[config.mk]
export PLATFORM = sky130hd
export DESIGN_NAME = pkt_cmd_decoder
export DESIGN_NICKNAME = d
export VERILOG_FILES = /design/src/pkt_cmd_pkg.sv /design/src/pkt_cmd_decoder.sv
export SDC_FILE = /design/constraint.sdc
export NUM_CORES = 1
export LEC_CHECK = 0
export BUFFER_PORTS_ARGS = -buffer_cell sky130_fd_sc_hd__buf_4
export CAP_MARGIN = 40
export CORE_MARGIN = 2
export CORE_UTILIZATION = 40
export DETAILED_ROUTE_END_ITERATION = 12
export HOLD_SLACK_MARGIN = 0.1
export PLACE_DENSITY = 0.62
export SLEW_MARGIN = 20
export SYNTH_ARGS = -nofsm -noshare
export SYNTH_HDL_FRONTEND = slang
export SYNTH_SLANG_ARGS = --single-unit
[constraint.sdc]
create_clock -name clk_i -period 3.3 [get_ports clk_i]
set_clock_uncertainty 0.15 [all_clocks]
set_input_delay 0 -clock clk_i [delete_from_list [all_inputs] [get_ports clk_i]]
set_output_delay 0 -clock clk_i [all_outputs]
set_load 0.005 [all_outputs]
[src/pkt_cmd_pkg.sv]
// Package with opcodes, field positions, sense codes and carrier types of the packet command decoder.
package pkt_cmd_pkg;
  localparam logic [7:0] OP_FLUSH    = 8'h35;
  localparam logic [7:0] OP_READY    = 8'h00;
  localparam logic [7:0] OP_VERIFY   = 8'h2F;
  localparam logic [7:0] OP_WRITE10  = 8'h2A;
  localparam logic [7:0] OP_WRITE12  = 8'hAA;
  localparam logic [7:0] OP_WRVERIFY = 8'h2E;
  localparam logic [7:0] OP_DOWNLOAD = 8'h3B;
  localparam logic [2:0] DL_MODE_OK  = 3'h5;
  localparam int IMMED_BIT    = 1;
  localparam int COMPARE_BIT  = 1;
  localparam int HOLD_BIT     = 5;
  localparam int PKT_BYTES    = 12;
  localparam logic [3:0] SK_NONE    = 4'h0;
  localparam logic [3:0] SK_NOT_RDY = 4'h2;
  localparam logic [3:0] SK_MEDIUM  = 4'h3;
  localparam logic [3:0] SK_HW      = 4'h4;
  localparam logic [3:0] SK_ILLEGAL = 4'h5;
  localparam logic [7:0] ASC_NONE      = 8'h00;
  localparam logic [7:0] ASC_BAD_OP    = 8'h20;
  localparam logic [7:0] ASC_BAD_FIELD = 8'h24;
  localparam logic [7:0] ASC_NOT_RDY   = 8'h3A;
  localparam logic [7:0] ASC_WRITE_ERR = 8'h0C;
  localparam logic [7:0] ASC_INTERNAL  = 8'h44;
  localparam logic [7:0] ASCQ_ZERO     = 8'h00;
  localparam logic [3:0] PKT_IDX_RESET = 4'h0;

  typedef enum logic [2:0] {
    OP_NONE  = 3'h0,
    OP_SYNC  = 3'h1,
    OP_VER   = 3'h2,
    OP_WRITE = 3'h3,
    OP_DLOAD = 3'h4
  } media_op_type;

  typedef enum logic [2:0] {
    ST_COLLECT  = 3'h0,
    ST_DECODE   = 3'h1,
    ST_DATA     = 3'h2,
    ST_MEDIA    = 3'h3,
    ST_COMPLETE = 3'h4
  } state_type;

  typedef struct packed {
    logic [3:0] key;
    logic [7:0] asc;
    logic [7:0] ascq;
  } sense_type;

  typedef struct packed {
    media_op_type op;
    logic [31:0]  lba;
    logic [31:0]  count;
    logic         verify_after;
    logic [3:0]   microcode_type_selector;
  } media_req_type;

  typedef struct packed {
    logic [23:0] offset;
    logic [7:0]  data;
  } buf_wr_type;
endpackage : pkt_cmd_pkg

[src/pkt_cmd_decoder.sv]
// Packet command decoder for flush, readiness, verify, write and firmware download commands.
`timescale 1ns/10ps
module pkt_cmd_decoder (
  input  wire logic                       clk_i,
  input  wire logic                       sys_rst_i,
  input  wire logic                       pkt_valid_i,
  input  wire logic [7:0]                 pkt_byte_i,
  input  wire logic                       unit_ready_i,
  input  wire logic                       data_valid_i,
  input  wire logic [7:0]                 data_byte_i,
  input  wire logic                       media_done_i,
  input  wire logic                       media_fail_i,
  output logic                            data_req_o,
  output logic                            buf_wr_valid_o,
  output pkt_cmd_pkg::buf_wr_type         buf_wr_o,
  output logic                            media_start_o,
  output pkt_cmd_pkg::media_req_type      media_req_o,
  output logic                            busy_o,
  output logic                            done_o,
  output logic                            check_cond_o,
  output pkt_cmd_pkg::sense_type          sense_o
);

  typedef struct packed {
    pkt_cmd_pkg::state_type     st;
    logic [3:0]                 idx;
    logic [11:0][7:0]           pkt;
    logic [31:0]                data_left;
    logic [23:0]                buf_ptr;
    logic                       data_req;
    logic                       buf_wr_valid;
    pkt_cmd_pkg::buf_wr_type    buf_wr;
    logic                       media_start;
    pkt_cmd_pkg::media_req_type media_req;
    logic                       busy;
    logic                       done;
    logic                       check_cond;
    pkt_cmd_pkg::sense_type     sense;
  } regs_type;

  regs_type r_q;
  regs_type r_d;

  function automatic logic [31:0] be32(input logic [7:0] a, input logic [7:0] b,
                                       input logic [7:0] c, input logic [7:0] d);
    be32 = {a, b, c, d};
  endfunction : be32

  always_comb begin
    r_d = r_q;
    r_d.done = 1'b0;
    r_d.buf_wr_valid = 1'b0;
    r_d.media_start = 1'b0;
    unique case (r_q.st)
      pkt_cmd_pkg::ST_COLLECT: begin
        r_d.busy = (r_q.idx != pkt_cmd_pkg::PKT_IDX_RESET);
        if (pkt_valid_i) begin
          r_d.pkt[r_q.idx] = pkt_byte_i;
          r_d.busy = 1'b1;
          if (r_q.idx == 4'(pkt_cmd_pkg::PKT_BYTES - 1)) begin
            r_d.idx = pkt_cmd_pkg::PKT_IDX_RESET;
            r_d.st = pkt_cmd_pkg::ST_DECODE;
          end else begin
            r_d.idx = r_q.idx + 4'h1;
          end
        end
      end
      pkt_cmd_pkg::ST_DECODE: begin
        r_d.check_cond = 1'b0;
        r_d.sense = '{pkt_cmd_pkg::SK_NONE, pkt_cmd_pkg::ASC_NONE, pkt_cmd_pkg::ASCQ_ZERO};
        r_d.media_req.lba = be32(r_q.pkt[2], r_q.pkt[3], r_q.pkt[4], r_q.pkt[5]);
        r_d.media_req.count = {16'h0000, r_q.pkt[7], r_q.pkt[8]};
        r_d.media_req.verify_after = 1'b0;
        r_d.media_req.microcode_type_selector = 4'h0;
        r_d.st = pkt_cmd_pkg::ST_COMPLETE;
        unique case (r_q.pkt[0])
          pkt_cmd_pkg::OP_FLUSH: begin
            if (r_q.pkt[1][pkt_cmd_pkg::IMMED_BIT]) begin
              r_d.check_cond = 1'b1;
              r_d.sense = '{pkt_cmd_pkg::SK_ILLEGAL, pkt_cmd_pkg::ASC_BAD_FIELD,
                            pkt_cmd_pkg::ASCQ_ZERO};
            end else begin
              r_d.media_req.op = pkt_cmd_pkg::OP_SYNC;
              r_d.media_req.lba = 32'h0000_0000;
              r_d.media_req.count = 32'h0000_0000;
              r_d.media_start = 1'b1;
              r_d.st = pkt_cmd_pkg::ST_MEDIA;
            end
          end
          pkt_cmd_pkg::OP_READY: begin
            if (!unit_ready_i) begin
              r_d.check_cond = 1'b1;
              r_d.sense = '{pkt_cmd_pkg::SK_NOT_RDY, pkt_cmd_pkg::ASC_NOT_RDY,
                            pkt_cmd_pkg::ASCQ_ZERO};
            end
          end
          pkt_cmd_pkg::OP_VERIFY, pkt_cmd_pkg::OP_WRITE10, pkt_cmd_pkg::OP_WRVERIFY,
          pkt_cmd_pkg::OP_WRITE12: begin
            if (r_q.pkt[0] == pkt_cmd_pkg::OP_WRITE12) begin
              r_d.media_req.count = be32(r_q.pkt[6], r_q.pkt[7], r_q.pkt[8], r_q.pkt[9]);
            end
            if ((r_q.pkt[0] == pkt_cmd_pkg::OP_VERIFY || r_q.pkt[0] == pkt_cmd_pkg::OP_WRVERIFY)
                && r_q.pkt[1][pkt_cmd_pkg::COMPARE_BIT]) begin
              r_d.check_cond = 1'b1;
              r_d.sense = '{pkt_cmd_pkg::SK_ILLEGAL, pkt_cmd_pkg::ASC_BAD_FIELD,
                            pkt_cmd_pkg::ASCQ_ZERO};
            end else if (r_d.media_req.count == 32'h0000_0000) begin
              r_d.st = pkt_cmd_pkg::ST_COMPLETE;
            end else if (r_q.pkt[0] == pkt_cmd_pkg::OP_VERIFY) begin
              r_d.media_req.op = pkt_cmd_pkg::OP_VER;
              r_d.media_start = 1'b1;
              r_d.st = pkt_cmd_pkg::ST_MEDIA;
            end else begin
              r_d.media_req.op = pkt_cmd_pkg::OP_WRITE;
              r_d.media_req.verify_after = (r_q.pkt[0] == pkt_cmd_pkg::OP_WRVERIFY);
              r_d.media_start = 1'b1;
              r_d.data_left = r_d.media_req.count;
              r_d.buf_ptr = 24'h00_0000;
              r_d.st = pkt_cmd_pkg::ST_DATA;
            end
          end
          pkt_cmd_pkg::OP_DOWNLOAD: begin
            r_d.media_req.microcode_type_selector = r_q.pkt[2][3:0];
            r_d.buf_ptr = {r_q.pkt[3], r_q.pkt[4], r_q.pkt[5]};
            r_d.data_left = {8'h00, r_q.pkt[6], r_q.pkt[7], r_q.pkt[8]};
            r_d.media_req.lba = 32'h0000_0000;
            r_d.media_req.count = {8'h00, r_q.pkt[6], r_q.pkt[7], r_q.pkt[8]};
            r_d.media_req.op = pkt_cmd_pkg::OP_DLOAD;
            if (r_q.pkt[1][2:0] != pkt_cmd_pkg::DL_MODE_OK) begin
              r_d.check_cond = 1'b1;
              r_d.sense = '{pkt_cmd_pkg::SK_ILLEGAL, pkt_cmd_pkg::ASC_BAD_FIELD,
                            pkt_cmd_pkg::ASCQ_ZERO};
            end else if (r_d.data_left != 32'h0000_0000) begin
              r_d.st = pkt_cmd_pkg::ST_DATA;
            end else if (!r_q.pkt[2][pkt_cmd_pkg::HOLD_BIT]) begin
              r_d.media_start = 1'b1;
              r_d.st = pkt_cmd_pkg::ST_MEDIA;
            end
          end
          default: begin
            r_d.check_cond = 1'b1;
            r_d.sense = '{pkt_cmd_pkg::SK_ILLEGAL, pkt_cmd_pkg::ASC_BAD_OP,
                          pkt_cmd_pkg::ASCQ_ZERO};
          end
        endcase
      end
      pkt_cmd_pkg::ST_DATA: begin
        r_d.data_req = 1'b1;
        if (r_q.media_req.op == pkt_cmd_pkg::OP_WRITE && (media_done_i || media_fail_i)) begin
          r_d.data_req = 1'b0;
          r_d.check_cond = media_fail_i;
          if (media_fail_i) begin
            r_d.sense = '{pkt_cmd_pkg::SK_MEDIUM, pkt_cmd_pkg::ASC_WRITE_ERR,
                          pkt_cmd_pkg::ASCQ_ZERO};
          end
          r_d.st = pkt_cmd_pkg::ST_COMPLETE;
        end else if (r_q.media_req.op == pkt_cmd_pkg::OP_DLOAD && data_valid_i
                     && r_q.data_req) begin
          r_d.buf_wr_valid = 1'b1;
          r_d.buf_wr = '{r_q.buf_ptr, data_byte_i};
          r_d.buf_ptr = r_q.buf_ptr + 24'h00_0001;
          r_d.data_left = r_q.data_left - 32'h0000_0001;
          if (r_q.data_left == 32'h0000_0001) begin
            r_d.data_req = 1'b0;
            if (r_q.pkt[2][pkt_cmd_pkg::HOLD_BIT]) begin
              r_d.st = pkt_cmd_pkg::ST_COMPLETE;
            end else begin
              r_d.media_start = 1'b1;
              r_d.st = pkt_cmd_pkg::ST_MEDIA;
            end
          end
        end
      end
      pkt_cmd_pkg::ST_MEDIA: begin
        if (media_done_i || media_fail_i) begin
          r_d.check_cond = media_fail_i;
          if (media_fail_i) begin
            r_d.sense = '{pkt_cmd_pkg::SK_HW, pkt_cmd_pkg::ASC_INTERNAL,
                          pkt_cmd_pkg::ASCQ_ZERO};
          end
          r_d.st = pkt_cmd_pkg::ST_COMPLETE;
        end
      end
      pkt_cmd_pkg::ST_COMPLETE: begin
        r_d.done = 1'b1;
        r_d.busy = 1'b0;
        r_d.st = pkt_cmd_pkg::ST_COLLECT;
      end
      default: begin
        r_d.st = pkt_cmd_pkg::ST_COLLECT;
      end
    endcase
  end

  always_ff @(posedge clk_i) begin
    if (sys_rst_i) begin
      r_q <= '0;
    end else begin
      r_q <= r_d;
    end
  end

  assign data_req_o     = r_q.data_req;
  assign buf_wr_valid_o = r_q.buf_wr_valid;
  assign buf_wr_o       = r_q.buf_wr;
  assign media_start_o  = r_q.media_start;
  assign media_req_o    = r_q.media_req;
  assign busy_o         = r_q.busy;
  assign done_o         = r_q.done;
  assign check_cond_o   = r_q.check_cond;
  assign sense_o        = r_q.sense;

endmodule : pkt_cmd_decoder

==> results.py <==
metrics = {
    "outcome": {
        "outcome": "complete, no violations",
    },
    "global_routing": {
        "grt.overflow.total": 0,
        "antenna_found_initial": 0,
        "met2_usage": 0.381,
        "grt_use_met1": 0.312,
        "grt_pass1_vias": 10600,
        "use_met3": 0.0424,
        "grt_max_degree": 63,
        "top_usage_layer": "met2",
        "grt_pass1_wl_mm": 59.7,
        "grt_usage": 0.236,
    },
    "routing": {
        "num_vias": 11500,
        "vias_per_cell": 5.78,
        "wl_per_cell_um": 19.4,
        "drt_iter0_markers": 1228,
        "drtPass1Iterations": 7,
        "final_antenna_net_count": 0,
        "wirelength_mm": 38.7,
        "drc": 0,
    },
    "yosys": {
        "ys_seq_elements": 255,
        "synth_area_per_cell_um2": 7.93,
        "async_reset_ff_frac": 0,
        "yosysWarnings": 0,
        "yosysTopAreaCell": "dfxtp_1",
        "synth_cell_types": 83,
        "syn_inst": 1544,
        "synth_area_mm2": 0.0122,
        "synth_top_area_frac": 0.417,
        "synthTopCellsByArea": "dfxtp_1, buf_4, nand2_1",
        "synth_edf_count": 0,
        "ys_seq_area_frac": 0.417,
        "synthFlopType": "dfxtp_1",
    },
    "final_layout": {
        "register_area_mm2": 0.00510,
        "final_common_cell": "dfxtp_1",
        "areaGrowthSynthToFinish_pct": 15.5,
        "fin_nets": 1605,
        "multi_input_area_mm2": 0.00578,
        "drive_gt1_frac": 0.168,
        "fillerInstances": 2984,
        "final_cell_mix": "dfxtp_1, nand2_1, buf_4",
    },
    "clock_tree": {
        "cts_buffer_depth": 3,
        "tritoncts": "yes",
        "cts_htree_levels": 1,
        "cts_sinks": 255,
        "clk_pin_slew_worst_paths_ns": 0.06,
        "numCtsBuffers": 28,
        "cts_setup_buffers": 0,
        "clk_latency_ns": 0.55,
        "cts_root_buf": "clkbuf_16",
    },
    "setup_path": {
        "cp-end-kind": "flop",
        "critPathArrivalTime_ns": 3.38,
        "path_max_fanout": 7,
        "worst_setup_path_start_kind": "flop",
        "cp_data_required_time_ns": 3.59,
        "critical_path_class": "flop to flop",
    },
    "floorplanning": {
        "die_w_um": 179,
        "dieArea_mm2": 0.0320,
        "pin_count": 153,
        "num_rows": 64,
        "die_h_um": 179,
        "coreArea_mm2": 0.0303,
        "start_util": 0.404,
    },
    "sta": {
        "maxSlewViolCount": 0,
        "finalCriticalPeriod_ns": 3.09,
        "fmax_ghz": 0.324,
        "post-route-period-util": 0.936,
        "rsz0062_at_grt": "no",
        "finalSetupViolations": 0,
        "timing.slew.headroom": 0.483,
        "tightest_slew_ns": 0.770,
        "tns_ns": 0,
        "hold_viol_final": 0,
    },
    "placed_design": {
        "dp_hpwl_mm": 26.7,
        "io_buffers": 141,
        "gp_congestion": 0.934,
    },
    "pwr": {
        "power_density_mw_per_mm2": 459,
        "total_power_w": 0.00649,
        "leakagePower_nw": 5.20,
        "peakVddDrop_mv": 0.351,
    },
    "run": {
        "max_cap_viol_count": 0,
    },
    "worst_hold_path": {
        "hold_path_class": "input pin to flop",
    },
}
## stage by stage
stage / setup WS (ns) / area, µm² / std cells / hold WS, ns / utilization
finish: 0.212 / 14100 / 1991 / 0.219 / 0.466
global route: 0.117 / 14100 / 1990 / 0.220 / 0.466
CTS: 0.0643 / 14100 / 1990 / 0.197 / 0.466
detailed placement: 0.564 / 12800 / 1905 / 0.119 / 0.423
global placement: 0.582 / 12800 / 1903 / 0.113 / 0.423
floorplan: 0.689 / 12300 / 1554 / -0.00955 / -
## worst paths after layout
| path | slack [ns] | start | cells after the start | to |
|---|---|---|---|---|
| hold reg to reg | 0.30 | buf_wr_o[27] | 2 | buf_wr_o[27] |
| setup reg to reg | 0.21 | r_q[169] | 7 | r_q[287] |
| setup / recovery | 0.21 | r_q[169] | 7 | r_q[287] |
| hold / removal | 0.22 | pkt_byte_i[2] | 4 | flop |
## cells in the mapped netlist, types with 4 or more instances
library cell / instances
a222oi_1: 8
nand2_1: 236
o21ai_0: 54
a32o_1: 6
nor2b_1: 4
a211oi_1: 13
a31oi_1: 13
or2_2: 5
o22ai_1: 12
a221oi_1: 14
nor4b_1: 4
o31ai_1: 4
and3_1: 5
nor4_1: 19
a22oi_1: 54
buf_2: 5
xnor2_1: 6
xor2_1: 8
nor3_1: 46
nand3_1: 118
nand4b_1: 4
o41ai_1: 4
a21oi_1: 163
o211ai_1: 5
nand2b_1: 9
mux2i_1: 4
ha_1: 7
nor3b_1: 7
inv_1: 12
buf_4: 124
clkbuf_1: 100
dfxtp_1: 255
o311ai_0: 4
and4_1: 4
nor2_1: 114
a22o_1: 7
nand4_1: 13
## cell type report
class,count,area share
Multi-Input combinational cell,1053,0.409
Sequential cell,255,0.361
Timing Repair Buffer,225,0.126
Clock buffer,42,0.0603
Tap cell,396,0.0350
Clock inverter,7,0.00548
Inverter,12,0.00318
Antenna cell,1,0.000177
## cells by family (layout without fill, tap and decap cells)
group	after synthesis	after routing	share of synthesized area
multiplexers	4	4	0.00327
adder cells (fa/ha/maj)	7	7	0.00715
flip-flops	255	255	0.417
XOR/XNOR	14	14	0.0100
other	1	12	0.000306
AND/OR/NAND/NOR	621	621	0.240
AO/OA/AOI/OAI	396	396	0.205
buffers and inverters	246	286	0.117
## critical path, stage by stage, from the launching register on
cell,delay (ns)
dfxtp_1,0.37
or4_4,0.60
or4_4,0.61
nor4_4,0.32
a211oi_1,0.13
o21ai_0,0.18
dlygate4sd3_1,0.56
o21ai_0,0.07
## layer usage
layer  share of wire  vias to the layer above
met3           0.079                      103
met4           0.042                        0
met5               0                        -
met1            0.43                     5467
li1                -                     5445
met2            0.45                      495
## timing repair
| item | 4_1_cts | 5_1_grt |
|---|---|---|
| endpoints found under the hold margin | 208 | 0 |
| endpoints found under the setup margin | 0 | 1 |
| gates resized for setup | 0 | 1 |
| hold buffers | 36 | 0 |
## power breakdown
part	switching (W)	leakage [nW]	total, W	internal (W)
clock network	0.00127	0.459	0.00313	0.00185
registers	0.0000215	2.06	0.00311	0.00309
logic	0.000168	2.68	0.000252	0.0000834
total	0.00146	5.20	0.00649	0.00503
(Power assumes the default switching activity.)
